## src/dfw_defs.vh

```
// Register offsets, bit positions and limits for the drive fault and warning latches
`ifndef DFW_DEFS_VH
`define DFW_DEFS_VH
`define DFW_ADDR_W 8
`define DFW_OFF_FAULT 8'hca
`define DFW_OFF_WARN 8'hcb
`define DFW_OFF_CTRL 8'hd0
`define DFW_OFF_OVT 8'hd1
`define DFW_OFF_UVT 8'hd2
`define DFW_OFF_PLT 8'hd3
`define DFW_OFF_GIT 8'hd4
`define DFW_OFF_VRT 8'hd5
`define DFW_OFF_CFG 8'hd6
`define DFW_OFF_GAIN 8'hd7
`define DFW_OFF_LIMIT 8'hd8
`define DFW_CTRL_FLT_RST 6
`define DFW_CTRL_WRN_RST 9
`define DFW_CFG_TEST_MODE 0
`define DFW_CFG_PARALLEL 1
`define DFW_CFG_HIGH_POWER 2
`define DFW_REF_MAX 16'h0fff
`define DFW_OVT_MAX_MP 16'h0384
`define DFW_OVT_MAX_HP 16'h039d
`define DFW_ALIGN_MAX_DEG 16'h0005
`define DFW_GAIN_MAX 16'h7fff
`define DFW_TEST_CODE_MAX 16'h000f
`define DFW_LINK_ERR_LIMIT 2'd2
`endif

```

## src/dfw_latches.v

```verilog
// Drive fault and warning status latches with register port
//
// Our own choice: the address-and-strobe port.
`timescale 1ns/1ps
`include "dfw_defs.vh"
// Contract
// - Fault-level thermal switch open sets fault bit 7; in parallel mode also module status bit 12.
// - Missing sine or cosine sensor signal sets fault bit 8.
// - Blown sensor module fuse sets fault bit 9.
// - Speed above over-speed trip value sets fault bit 10.
// - Power technology module, interface or cable problem sets fault bit 11.
// - Rack bus modules not answering sets fault bit 13.
// - Controller task stopping while minor loop runs sets fault bit 14.
// - Two consecutive link errors after link established set fault bit 15.
// - Warning bits hold until control word bit 9 is set.
// - Warning bits cause no action by themselves.
// - Bus above over-voltage threshold sets warning 0, limits torque, sets warning 4 (the code sets warning 4 in run mode only, not in test mode).
// - Bus below under-voltage threshold sets warning 1, limits torque, sets warning 4 (the code sets warning 4 in run mode only, not in test mode).
// - Ground current above its threshold sets warning bit 2.
// - Bus ripple above ripple threshold sets warning bit 3.
// - Run mode: reference beyond 4095 or voltage limiting sets warning bit 4.
// - Test mode: illegal bridge test code sets warning bit 4.
// - Current sharing failure sets warning 6 and module phase bit 13-15.
// - Warning-level thermal switch open sets warning 7; in parallel mode also module bit 12.
// - Out-of-limit gain write sets warning 8; old value is kept.
// - Threshold order or over-voltage maximum violated sets warning bit 8.
// - Parallel mode: alignment phase error above 5 degrees sets warning 10.
// - No rack airflow sets warning bit 12.
// - Fault bits hold until control bit 6; persisting faults set again.
// - Any set fault bit turns the drive off.
module dfw_latches (
   input wire clk_sys,
   input wire srst,
   input wire ce,
   input wire [7:0] reg_addr,
   input wire [15:0] reg_wdata,
   input wire reg_wr,
   input wire reg_rd,
   output reg [15:0] reg_rdata,
   input wire fault_overtemp,
   input wire fault_sensor_wire_broken,
   input wire fault_sensor_fuse,
   input wire [15:0] motor_speed,
   input wire [15:0] overspeed_trip,
   input wire fault_power_tech_module,
   input wire fault_rack_bus,
   input wire task_running,
   input wire minor_loop_running,
   input wire link_msg_strobe,
   input wire link_msg_error,
   input wire [15:0] bus_voltage,
   input wire [15:0] ground_current,
   input wire [15:0] bus_ripple,
   input wire [15:0] regulator_ref,
   input wire [15:0] bridge_test_code,
   input wire warn_overtemp,
   input wire [2:0] share_fail_phase,
   input wire align_done,
   input wire [15:0] align_phase_err,
   input wire airflow_ok,
   output reg [15:0] drive_fault_latch,
   output reg [15:0] drive_warning_latch,
   output reg [15:0] module_status,
   output reg drive_off,
   output reg torque_limit,
   output reg [15:0] position_sensor_gain
);
   reg [15:0] ctrl_reg;
   reg [15:0] overvoltage_threshold;
   reg [15:0] undervoltage_threshold;
   reg [15:0] power_loss_threshold;
   reg [15:0] ground_current_threshold;
   reg [15:0] ripple_threshold;
   reg [2:0] cfg_reg;
   reg link_up_reg;
   reg [1:0] link_err_cnt_reg;
   reg bad_gain_reg;
   reg [15:0] fault_next;
   reg [15:0] warn_next;
   reg [15:0] mod_next;
   reg [1:0] link_err_next;
   reg [15:0] ref_mag;
   reg ov;
   reg uv;
   reg thr_bad;

   // Register select codes from the address decoder
   localparam [3:0] SEL_NONE = 4'h0;
   localparam [3:0] SEL_FAULT = 4'h1;
   localparam [3:0] SEL_WARN = 4'h2;
   localparam [3:0] SEL_CTRL = 4'h3;
   localparam [3:0] SEL_OV_THR = 4'h4;
   localparam [3:0] SEL_UV_THR = 4'h5;
   localparam [3:0] SEL_PL_THR = 4'h6;
   localparam [3:0] SEL_GC_THR = 4'h7;
   localparam [3:0] SEL_RIP_THR = 4'h8;
   localparam [3:0] SEL_CFG = 4'h9;
   localparam [3:0] SEL_GAIN = 4'ha;
   localparam [3:0] SEL_STAT = 4'hb;

   // Address decoder shared by the write and read paths
   function [3:0] reg_sel;
      input [7:0] a;
      begin
         if (a == `DFW_OFF_FAULT) begin
            reg_sel = SEL_FAULT;
         end else if (a == `DFW_OFF_WARN) begin
            reg_sel = SEL_WARN;
         end else if (a == `DFW_OFF_CTRL) begin
            reg_sel = SEL_CTRL;
         end else if (a == `DFW_OFF_OVT) begin
            reg_sel = SEL_OV_THR;
         end else if (a == `DFW_OFF_UVT) begin
            reg_sel = SEL_UV_THR;
         end else if (a == `DFW_OFF_PLT) begin
            reg_sel = SEL_PL_THR;
         end else if (a == `DFW_OFF_GIT) begin
            reg_sel = SEL_GC_THR;
         end else if (a == `DFW_OFF_VRT) begin
            reg_sel = SEL_RIP_THR;
         end else if (a == `DFW_OFF_CFG) begin
            reg_sel = SEL_CFG;
         end else if (a == `DFW_OFF_GAIN) begin
            reg_sel = SEL_GAIN;
         end else if (a == `DFW_OFF_LIMIT) begin
            reg_sel = SEL_STAT;
         end else begin
            reg_sel = SEL_NONE;
         end
      end
   endfunction

   // Unsigned magnitude of a two's complement word
   function [15:0] abs16;
      input [15:0] v;
      begin
         abs16 = v[15] ? (~v + 16'h0001) : v;
      end
   endfunction

   wire flt_rst = ctrl_reg[`DFW_CTRL_FLT_RST];
   wire wrn_rst = ctrl_reg[`DFW_CTRL_WRN_RST];
   wire test_mode = cfg_reg[`DFW_CFG_TEST_MODE];
   wire gain_ok = (reg_wdata <= `DFW_GAIN_MAX);
   wire [3:0] bus_sel = reg_sel(reg_addr);

   always @* begin
      ov = (bus_voltage > overvoltage_threshold);
      uv = (bus_voltage < undervoltage_threshold);
      ref_mag = abs16(regulator_ref);
      thr_bad = !((power_loss_threshold < undervoltage_threshold) &&
                  (undervoltage_threshold < overvoltage_threshold)) ||
                (overvoltage_threshold > (cfg_reg[`DFW_CFG_HIGH_POWER] ?
                 `DFW_OVT_MAX_HP : `DFW_OVT_MAX_MP));
      link_err_next = link_err_cnt_reg;
      if (link_msg_strobe) begin
         if (!link_msg_error) begin
            link_err_next = 2'd0;
         end else if (link_err_cnt_reg != `DFW_LINK_ERR_LIMIT) begin
            link_err_next = link_err_cnt_reg + 2'd1;
         end
      end
      // reset clears, then conditions set again at once
      fault_next = flt_rst ? 16'h0000 : drive_fault_latch;
      mod_next = (flt_rst || wrn_rst) ? 16'h0000 : module_status;
      if (fault_overtemp) begin
         fault_next[7] = 1'b1;
         if (cfg_reg[`DFW_CFG_PARALLEL]) begin
            mod_next[12] = 1'b1;
         end
      end
      if (fault_sensor_wire_broken) begin
         fault_next[8] = 1'b1;
      end
      if (fault_sensor_fuse) begin
         fault_next[9] = 1'b1;
      end
      if (abs16(motor_speed) > overspeed_trip) begin
         fault_next[10] = 1'b1;
      end
      if (fault_power_tech_module) begin
         fault_next[11] = 1'b1;
      end
      if (fault_rack_bus) begin
         fault_next[13] = 1'b1;
      end
      if (!task_running && minor_loop_running) begin
         fault_next[14] = 1'b1;
      end
      if (link_up_reg && link_err_next == `DFW_LINK_ERR_LIMIT) begin
         fault_next[15] = 1'b1;
      end
      warn_next = wrn_rst ? 16'h0000 : drive_warning_latch;
      if (ov) begin
         warn_next[0] = 1'b1;
      end
      if (uv) begin
         warn_next[1] = 1'b1;
      end
      if (ground_current > ground_current_threshold) begin
         warn_next[2] = 1'b1;
      end
      if (bus_ripple > ripple_threshold) begin
         warn_next[3] = 1'b1;
      end
      if (test_mode) begin
         if (bridge_test_code > `DFW_TEST_CODE_MAX) begin
            warn_next[4] = 1'b1;
         end
      end else begin
         if (ref_mag > `DFW_REF_MAX || ov || uv) begin
            warn_next[4] = 1'b1;
         end
      end
      if (share_fail_phase != 3'b000) begin
         warn_next[6] = 1'b1;
         mod_next[15:13] = mod_next[15:13] | share_fail_phase;
      end
      if (warn_overtemp) begin
         warn_next[7] = 1'b1;
         if (cfg_reg[`DFW_CFG_PARALLEL]) begin
            mod_next[12] = 1'b1;
         end
      end
      if (bad_gain_reg || thr_bad) begin
         warn_next[8] = 1'b1;
      end
      if (cfg_reg[`DFW_CFG_PARALLEL] && align_done &&
          align_phase_err > `DFW_ALIGN_MAX_DEG) begin
         warn_next[10] = 1'b1;
      end
      if (!airflow_ok) begin
         warn_next[12] = 1'b1;
      end
   end

   always @(posedge clk_sys) begin
      if (srst) begin
         ctrl_reg <= 16'h0000;
         overvoltage_threshold <= 16'h0000;
         undervoltage_threshold <= 16'h0000;
         power_loss_threshold <= 16'h0000;
         ground_current_threshold <= 16'h0000;
         ripple_threshold <= 16'h0000;
         cfg_reg <= 3'b000;
         position_sensor_gain <= 16'h0000;
         bad_gain_reg <= 1'b0;
         link_up_reg <= 1'b0;
         link_err_cnt_reg <= 2'd0;
         drive_fault_latch <= 16'h0000;
         drive_warning_latch <= 16'h0000;
         module_status <= 16'h0000;
         drive_off <= 1'b0;
         torque_limit <= 1'b0;
         reg_rdata <= 16'h0000;
      end else if (ce) begin
         // Reset bits act for one cycle then self-clear
         ctrl_reg <= 16'h0000;
         bad_gain_reg <= 1'b0;
         link_err_cnt_reg <= link_err_next;
         if (link_msg_strobe && !link_msg_error) begin
            link_up_reg <= 1'b1;
         end
         // latches change only by conditions and reset bits
         drive_fault_latch <= fault_next;
         drive_warning_latch <= warn_next;
         module_status <= mod_next;
         // fault turns drive off, warnings do not
         drive_off <= |fault_next;
         // torque limiting on bus voltage warning
         torque_limit <= ov | uv;
         if (reg_wr) begin
            if (bus_sel == SEL_CTRL) begin
               ctrl_reg <= reg_wdata;
            end else if (bus_sel == SEL_OV_THR) begin
               overvoltage_threshold <= reg_wdata;
            end else if (bus_sel == SEL_UV_THR) begin
               undervoltage_threshold <= reg_wdata;
            end else if (bus_sel == SEL_PL_THR) begin
               power_loss_threshold <= reg_wdata;
            end else if (bus_sel == SEL_GC_THR) begin
               ground_current_threshold <= reg_wdata;
            end else if (bus_sel == SEL_RIP_THR) begin
               ripple_threshold <= reg_wdata;
            end else if (bus_sel == SEL_CFG) begin
               cfg_reg <= reg_wdata[2:0];
            end else if (bus_sel == SEL_GAIN) begin
               if (gain_ok) begin
                  position_sensor_gain <= reg_wdata;
               end else begin
                  bad_gain_reg <= 1'b1;
               end
            end
         end
         if (reg_rd) begin
            if (bus_sel == SEL_FAULT) begin
               reg_rdata <= drive_fault_latch;
            end else if (bus_sel == SEL_WARN) begin
               reg_rdata <= drive_warning_latch;
            end else if (bus_sel == SEL_OV_THR) begin
               reg_rdata <= overvoltage_threshold;
            end else if (bus_sel == SEL_UV_THR) begin
               reg_rdata <= undervoltage_threshold;
            end else if (bus_sel == SEL_PL_THR) begin
               reg_rdata <= power_loss_threshold;
            end else if (bus_sel == SEL_GC_THR) begin
               reg_rdata <= ground_current_threshold;
            end else if (bus_sel == SEL_RIP_THR) begin
               reg_rdata <= ripple_threshold;
            end else if (bus_sel == SEL_CFG) begin
               reg_rdata <= {13'h0, cfg_reg};
            end else if (bus_sel == SEL_GAIN) begin
               reg_rdata <= position_sensor_gain;
            end else if (bus_sel == SEL_STAT) begin
               reg_rdata <= module_status;
            end else begin
               reg_rdata <= 16'h0000;
            end
         end
      end
   end
endmodule

```

## config.mk

```make
export PLATFORM = sky130hd
export DESIGN_NAME = dfw_latches
export DESIGN_NICKNAME = d
export VERILOG_FILES = /design/src/dfw_latches.v
export VERILOG_INCLUDE_DIRS = /design/src
export SDC_FILE = /design/constraint.sdc
export NUM_CORES = 1
export LEC_CHECK = 0
export BUFFER_PORTS_ARGS = -buffer_cell sky130_fd_sc_hd__buf_2
export CAP_MARGIN = 5
export CORE_MARGIN = 2
export CORE_UTILIZATION = 49
export CTS_CLUSTER_DIAMETER = 60
export CTS_CLUSTER_SIZE = 28
export DETAILED_ROUTE_END_ITERATION = 6
export MAX_ROUTING_LAYER = met4
export PLACE_DENSITY = 0.84
export SYNTH_ARGS = -nofsm -noshare
export SYNTH_HDL_FRONTEND = slang
export SYNTH_SLANG_ARGS = --single-unit
```

## constraint.sdc

```tcl
create_clock -name clk_sys -period 3 [get_ports clk_sys]
set_input_delay 0.45 -clock clk_sys [delete_from_list [all_inputs] [get_ports clk_sys]]
set_output_delay 0.45 -clock clk_sys [all_outputs]
set_load 0.03 [all_outputs]
```

# After elaboration in Yosys (flattened, before gate mapping)

Index checks and enable logic that the tools add are counted.

Bitwise logic cells: 11
Equal/unequal tests: 25
Reduce and logical (&&, ||, !) cells: 42
Muxes and demuxes: 67
Order comparisons: 12
Add/sub/neg operators: 3

Operators with widths:

| kind                  | number |
|---|---|
| $mux 16               | 14 |
| $eq 8x8->1 const B    | 11 |
| $gt 16x16->1          | 4 |
| $lt 16x16->1          | 3 |
| $mux 4                | 11 |
| $mux 1                | 34 |
| $add 16x1->16 const B | 2 |
| $not 16->16           | 2 |
| $reduce_and 2->1      | 11 |
| $mux 10               | 2 |
| $eq 4x3->1 const B    | 4 |
| $eq 4x4->1 const B    | 4 |
| $gt 16x10->1          | 1 |
| $gt 16x12->1 const B  | 1 |
| $gt 16x3->1 const B   | 1 |
| $gt 16x4->1 const B   | 1 |
| $le 16x15->1 const B  | 1 |
| $reduce_bool 2->1     | 8 |
| $reduce_or 16->1      | 1 |
| $mux 13               | 1 |
| $reduce_and 11->1     | 1 |
| $reduce_and 9->1      | 1 |
| $eq 4x2->1 const B    | 2 |
| $reduce_and 8->1      | 1 |
| other kinds (19)      | 38 |

Bits of input ports: 172
Output and inout port bits: 82
Word-level logic and storage cells: 186
Bits in registers: 161

# Longest topological paths before layout

Gate-level depths: netlist of run 1.

Depth after elaboration: 23
Depth in mapped cells: 13
Depth with buffers taken out: 13

# Worst setup path after synthesis of run 1

No wires, ideal clock.

Path type: input to register
Start: in motor_speed[3]
End: reg drive_off
Setup slack: -0.148 ns
Buffers on the path: 0
Stages on the path: 12
Data required time: 2.867 ns
Library setup time: 0.133 ns
Data arrival time: 3.015 ns
Cell sequence: or3_1 -> or3_1 -> nor2_1 -> nand3_1 -> o41ai_1 -> xnor2_1 -> ha_1 -> nand2_1 -> nor2_1 -> a2111o_1 -> o31ai_1 -> o31ai_1

Word-level cells in the longest chain between the ends: 6

RTL lines:

| element              | line              | source |
|---|---|---|
| start, declared      | dfw_latches.v:43  | `input wire [15:0] motor_speed,` |
| $not 16->16          | dfw_latches.v:137 | `abs16 = v[15] ? (~v + 16'h0001) : v;` |
| $add 16x1->16        | dfw_latches.v:137 |  |
| $mux 16 (*)          | dfw_latches.v:137 |  |
| $gt 16x16->1 (*)     | dfw_latches.v:178 | `if (abs16(motor_speed) > overspeed_trip) begin` |
| $mux 1 (*)           | dfw_latches.v:178 |  |
| $reduce_or 16->1 (*) | dfw_latches.v:269 | `drive_off <= \|fault_next;` |
| end signal, assigned | dfw_latches.v:269 |  |
| end, declared        | dfw_latches.v:64  | `output reg drive_off,` |

Every way passes the cells marked *; elsewhere a longest branch is shown, timed or not.
A chain may end at the register's enable or synchronous reset.

# Worst setup path in the final report of run 1

Ends and elaborated chain as after synthesis.

==> results.json, run 1 <==
{
  "power_frac_seq": 0.414,
  "syn_inst": 1272,
  "cts_tree": "built",
  "syn-cell-area_mm2": 0.0102,
  "total_power_mw": 5.08,
  "pre_cts_ws_ps": -405,
  "multi_input_area_mm2": 0.00647,
  "rows": 52,
  "gp_congestion": 1.01,
  "drt-initial-drc-count": 1164,
  "cp.required_ps": 3280,
  "fill_cells": 1822,
  "hold_buffers": 0,
  "fin_util": 0.606,
  "antenna_found_initial": 0,
  "start_util": 0.500,
  "p_per_area_mw_per_mm2": 413,
  "p_sw_mw": 1.42,
  "setup_tns_ps": 0,
  "wl_per_cell_um": 20.2,
  "layout_commonest_cell": "buf_2",
  "via_per_inst": 5.98,
  "period_minus_slack_ps": 2930,
  "io_buffers": 230,
  "fin_worst_skew_ps": 10.4,
  "p_clk_frac": 0.431,
  "dp.cells": 1751,
  "relSlewSlack": 0.526,
  "worstSetupPathType": "in -> reg",
  "grt_overflow": 0,
  "drv_slew": 0,
  "root_buffer": "clkbuf_16",
  "setup_ws_ps": 65.5,
  "cts.sinks": 153,
  "power.internal_mw": 3.66,
  "num_vias": 10669,
  "holdCritStartpoint": "fault_rack_bus",
  "comb_power_share": 0.155,
  "synth.distinct_cells": 71,
  "dp_hpwl_um": 28300,
  "swShare": 0.279,
  "yosysWarningCount": 0,
  "critPathLaunchType": "primary input",
  "status": "finished clean",
  "p_leak_nw": 5.06,
  "drive_gt1_frac": 0.217,
  "period_share": 0.978,
  "clockBufferDepth": 2,
  "ys.flop_type": "dfxtp_1",
  "ant_nets": 0,
  "clk_pin_slew_ps": 60,
  "grt_usage": 0.329,
  "hold_path_class": "in -> reg",
  "end_kind": "register",
  "dieArea_mm2": 0.0219,
  "setup_viol": 0,
  "irDropWorstVdd_uv": 345,
  "rrSetupSlack_ps": 430,
  "grt_max_degree": 85,
  "syn_area_per_cell_um2": 7.98,
  "maxCapViolations": 0,
  "clock.fmax_mhz": 341,
  "syn2layout_area_growth_pct": 21.2,
  "cts_buffers": 17,
  "hold_viol": 0,
  "cp.arrival_ps": 3210,
  "grt_pass1_vias": 10097,
  "rsz0062_at_grt": "true",
  "n_antenna_cell": 0,
  "synth_async_sr_flop_share": 0,
  "fin_cells": 1785,
  "clock_latency_ps": 430,
  "synth_edf_count": 0,
  "layout.nets": 1789,
  "ios": 254,
  "r2r-start": "undervoltage_threshold[4]",
  "final_cell_mix": "buf_2, dfxtp_1, nand2_1",
  "whs_path_depth": 3,
  "worst_pin_slew_ps": 711,
  "synth-seq-cells": 153,
  "reg2regPathDepth": 8,
  "coreArea_mm2": 0.0203,
  "firstDrtPassIters": 6,
  "htreeDepth": 4,
  "wl_um": 36100,
  "grt_pass1_wl_um": 54400,
  "holdPathEnd": "drive_fault_latch[13]",
  "ys_seq_area_frac": 0.302,
  "drc": 0,
  "regArea_mm2": 0.00306,
  "crit_fanout": 3,
  "die_h_um": 148,
  "r2r_end": "torque_limit",
  "die_w_um": 148
}
power groups by stage:
stage,clock [mW],sequential [mW],combinational [mW]
2_1_floorplan,0,2.19,0.403
3_3_place_gp,0,2.14,0.749
3_5_place_dp,0,2.15,0.763
4_1_cts,2.20,2.10,0.768
5_1_grt,2.28,2.10,0.863
6_report,2.19,2.10,0.789
what timing repair did:
item                                    in CTS  in global routing
endpoints found under the setup margin       0                  2
resized for setup                            0                 10
buffers inserted                             0                  2
hold endpoints to repair                     0                  0
how the worst max path moves through the flow:
stage	startpoint	endpoint	slack (ps)	depth (start not counted)
after floorplan	motor_speed[3]	drive_off	-20	12
after global placement	motor_speed[3]	drive_off	-370	13
after detailed placement	motor_speed[3]	drive_off	-400	13
after CTS	motor_speed[3]	drive_off	40	13
after global routing	motor_speed[3]	drive_off	-50	13
final	motor_speed[3]	drive_off	70	13
per-layer routing:
layer  vias up  global-route usage  share of wire
met5         -                   -              0
met2       592               0.506           0.45
li1       5010                   -              -
met3        93              0.0799           0.10
met4         0               0.131          0.037
met1      4974               0.417           0.41
kinds of logic (layout without fill, tap and decap cells):
kind of cell / Yosys count / after routing / synth area share
flip-flops: 153 / 153 / 0.302
AO/OA/AOI/OAI: 345 / 345 / 0.216
AND/OR/NAND/NOR: 416 / 416 / 0.194
multiplexers: 61 / 61 / 0.0605
XOR/XNOR: 13 / 13 / 0.0112
other: 1 / 18 / 0.000369
buffers and inverters: 168 / 394 / 0.0738
adder cells (fa/ha/maj): 115 / 115 / 0.142
synth_stat cells, types with 4 or more instances:
cell type,n,share of area
buf_6,4,0.0044
or3_1,6,0.0037
nand2_1,146,0.054
buf_2,7,0.0035
nand4_1,20,0.012
a221oi_1,13,0.011
ha_1,115,0.14
nor2b_1,10,0.0062
o21a_1,14,0.010
o31ai_1,10,0.0074
mux2i_1,58,0.057
and3_1,6,0.0037
o22ai_1,16,0.0099
a21oi_1,110,0.054
xnor2_1,13,0.011
inv_1,93,0.034
a31oi_1,6,0.0037
buf_4,18,0.013
dfxtp_1,153,0.30
or4_1,4,0.0030
nand3_1,16,0.0079
a22oi_1,23,0.017
nor2_1,118,0.044
nor2_2,4,0.0025
a22o_1,5,0.0043
nand2b_1,18,0.011
o2111ai_1,4,0.0035
buf_1,5,0.0018
a211o_1,6,0.0052
and2_1,9,0.0055
a311oi_1,4,0.0035
o21ai_0,67,0.033
nor3_1,19,0.0094
o211ai_1,9,0.0067
a2111oi_0,6,0.0052
nand3b_1,4,0.0030
a211oi_1,13,0.0096
nor4_1,17,0.010
a21o_1,16,0.012
clkbuf_1,39,0.014
critical path, stage by stage:
cell and delay (ps):
buf_6 90, or3_4 380, or3_4 360, nor2_4 140, nand3_2 110, o41ai_2 350
xnor2_1 200, ha_1 300, nand2_2 70, nor2_1 40, a2111o_1 400, o31ai_4 230
o31ai_2 100
stage by stage:
stage / cell area (µm²) / hold WS (ps)
6_report: 12300 / 300
4_1_cts: 12200 / 280
2_1_floorplan: 10200 / 434
3_5_place_dp: 11600 / 452
3_3_place_gp: 11600 / 444
5_1_grt: 12300 / 294
layout make-up:
| class | count | area share |
|---|---|---|
| clock inverter | 9 | 0.00926 |
| timing repair buffer | 269 | 0.121 |
| clock buffer | 23 | 0.0389 |
| sequential | 153 | 0.249 |
| inverter | 93 | 0.0284 |
| tap | 270 | 0.0275 |
| multi-input combinational | 968 | 0.526 |
(Power assumes the default switching activity.)
==> run 2, diff against run 1 <==
--- a/config.mk
+++ b/config.mk
@@ -6,15 +6,16 @@
 export SDC_FILE = /design/constraint.sdc
 export NUM_CORES = 1
 export LEC_CHECK = 0
+export ABC_AREA = 1
 export BUFFER_PORTS_ARGS = -buffer_cell sky130_fd_sc_hd__buf_2
 export CAP_MARGIN = 5
-export CORE_MARGIN = 2
-export CORE_UTILIZATION = 49
+export CORE_UTILIZATION = 50
+export CTS_BUF_LIST = sky130_fd_sc_hd__clkbuf_8
 export CTS_CLUSTER_DIAMETER = 60
 export CTS_CLUSTER_SIZE = 28
 export DETAILED_ROUTE_END_ITERATION = 6
 export MAX_ROUTING_LAYER = met4
-export PLACE_DENSITY = 0.84
+export PLACE_DENSITY = 0.86
 export SYNTH_ARGS = -nofsm -noshare
 export SYNTH_HDL_FRONTEND = slang
 export SYNTH_SLANG_ARGS = --single-unit
==> results.json, run 2 <==
{
  "status": "finished clean",
  "start_util": 0.515,
  "cp.required_ps": 3380,
  "cts_buffers": 17,
  "end_kind": "register",
  "dpl_cell_area_mm2": 0.0114,
  "hold_viol": 0,
  "syn_area_per_cell_um2": 7.14,
  "drt-initial-drc-count": 778,
  "power.internal_mw": 3.11,
  "worstSetupPathType": "in -> reg",
  "post_cts_resized": 0,
  "grt_usage": 0.314,
  "synth.distinct_cells": 49,
  "cts.sinks": 153,
  "cp.arrival_ps": 3160,
  "drc": 0,
  "clock_latency_ps": 470,
  "io_buffers": 230,
  "fin_util": 0.600,
  "antenna_found_initial": 0,
  "fin_worst_skew_ps": 12.2,
  "die_w_um": 145,
  "clockBufferDepth": 2,
  "irDropWorstVdd_uv": 293,
  "synth_area_leaders": "dfxtp_1, ha_1, a21oi_1",
  "period_minus_slack_ps": 2770,
  "grt_most_used_layer": "met2",
  "synth_edf_count": 0,
  "comb_power_share": 0.170,
  "p_per_area_mw_per_mm2": 374,
  "synth_top_area_share": 0.301,
  "via_per_inst": 5.51,
  "setup_ws_ps": 228,
  "gp_congestion": 1.00,
  "setup_tns_ps": 0,
  "met3_usage": 0.0556,
  "worst_pin_slew_ps": 767,
  "maxCapViolations": 0,
  "cts_tree": "built",
  "synth.most_common_cell": "nand2_1",
  "root_buffer": "clkbuf_8",
  "syn2layout_area_growth_pct": 16.4,
  "drive_gt1_frac": 0.198,
  "dp_hpwl_um": 25500,
  "power_frac_seq": 0.474,
  "final_area_mm2": 0.0118,
  "syn-cell-area_mm2": 0.0102,
  "p_clk_frac": 0.356,
  "crit_fanout": 3,
  "ys.flop_type": "dfxtp_1",
  "layout.nets": 1928,
  "p_leak_nw": 5.65,
  "synth_common_cells": "nand2_1, inv_1, a21oi_1, dfxtp_1, ha_1",
  "rows": 51,
  "hold_path_class": "in -> reg",
  "wl_per_cell_um": 16.7,
  "yosysTopAreaCell": "dfxtp_1",
  "setup_viol": 0,
  "ant_nets": 0,
  "synth-seq-cells": 153,
  "relSlewSlack": 0.489,
  "use_met2": 0.520,
  "die_h_um": 145,
  "period_share": 0.924,
  "htreeDepth": 4,
  "clk_pin_slew_ps": 80,
  "path_cells": "buf_2 > inv_1 > ha_1 > nand3_1 > nor3_1 > nand3_1 > nor3_1 > nand2_1 > o21ai_1 > xnor2_1 > ha_1 > nand2_1 > or4_1 > o21ai_0 > nand2_1 > a21oi_1",
  "grtUsageMet1": 0.371,
  "layout_commonest_cell": "nand2_1",
  "swShare": 0.297,
  "pre_cts_ws_ps": -240,
  "cpMostUsedCell": "nand2_1",
  "slowest_delay_ps": 540,
  "p_sw_mw": 1.31,
  "syn_inst": 1424,
  "critPathLaunchType": "primary input",
  "synth_async_sr_flop_share": 0,
  "grt_max_degree": 63,
  "post_cts_buffers": 0,
  "grt_overflow": 0,
  "clock.fmax_mhz": 361,
  "ios": 254,
  "hold_buffers": 0,
  "ys_seq_area_frac": 0.301,
  "rsz0062_at_grt": "false",
  "num_vias": 10567,
  "slowest_stage": "or4_1",
  "final_cell_mix": "nand2_1, buf_2, inv_1",
  "grt_pass1_vias": 9545,
  "drv_slew": 0,
  "yosysWarningCount": 0,
  "wl_um": 32000,
  "coreArea_mm2": 0.0197,
  "n_antenna_cell": 0,
  "grt_pass1_wl_um": 48200,
  "dieArea_mm2": 0.0209,
  "firstDrtPassIters": 7
}
==> run 2: cell types whose count changed after synthesis, sizes merged, moves of 10 or more <==
cell | previous run | this run
inv | 93 | 226
o21a | 14 | 4
nor2b | 10 | 0
nand2 | 146 | 261
nor2 | 123 | 100
a22oi | 23 | 0
nand2b | 18 | 0
o21ai | 67 | 134
clkbuf | 40 | 23
a221oi | 13 | 0
nand3 | 17 | 40
a21oi | 111 | 195
a21o | 16 | 0
mux2i | 58 | 0
==> run 2: per-stage QoR <==
step / power [mW] / cells / hold slack (ps)
after detailed placement: 2.89 / 1887 / 460
after floorplan: 2.60 / 1441 / 436
after global routing: 4.59 / 1919 / 243
after global placement: 2.86 / 1887 / 444
final: 4.42 / 1919 / 241
after CTS: 4.42 / 1919 / 226
==> run 2: path summary, 6_finish.rpt <==
kind	from	end	slack [ps]	cells past startpoint
setup / recovery	motor_speed[0]	drive_off	230	16
hold / removal	airflow_ok	drive_warning_latch[12]	240	3
setup reg to reg	overvoltage_threshold[14]	drive_warning_latch[4]	1030	11
hold reg to reg	bad_gain_reg	bad_gain_reg	470	2
==> run 2: cell families (layout without fill, tap and decap cells) <==
| logic type | count (synthesis) | after routing | synth area share |
|---|---|---|---|
| fa+ha+maj | 115 | 115 | 0.142 |
| simple gates | 472 | 472 | 0.217 |
| flops | 153 | 153 | 0.301 |
| xor+xnor | 13 | 13 | 0.0112 |
| compound gates | 379 | 379 | 0.205 |
| buf+inv | 291 | 504 | 0.123 |
| other cells | 1 | 18 | 0.000369 |
==> run 2: worst max-delay path, delay by kind of cell <==
kind | cells | cell delay, ps
AOI/OAI and AO/OA | 3 | 510
and+or+nand+nor | 8 | 1500
buffers and inverters | 2 | 160
adders and majority gates | 2 | 440
xor gates and xnor gates | 1 | 100
==> run 2: layout make-up <==
class | count | area, µm²
clock buffers | 19 | 262
clock inverters | 13 | 130
fillers | 1769 | 7890
inverters | 228 | 858
multi-input cells | 997 | 5910
flip-flops and latches | 153 | 3060
well taps | 265 | 332
repair buffers | 244 | 1270
==> run 2: routing by layer <==
metal / share of wire / vias to the layer above
li1: - / 5152
met3: 0.088 / 81
met5: 0 / -
met4: 0.035 / 0
met2: 0.48 / 540
met1: 0.40 / 4794
==> run 2: power groups by stage <==
stage	clock network (mW)	registers, mW	logic [mW]
floorplan	0	2.20	0.399
global placement	0	2.14	0.712
detailed placement	0	2.14	0.742
CTS	1.58	2.10	0.746
global route	1.67	2.10	0.826
finish	1.57	2.10	0.750
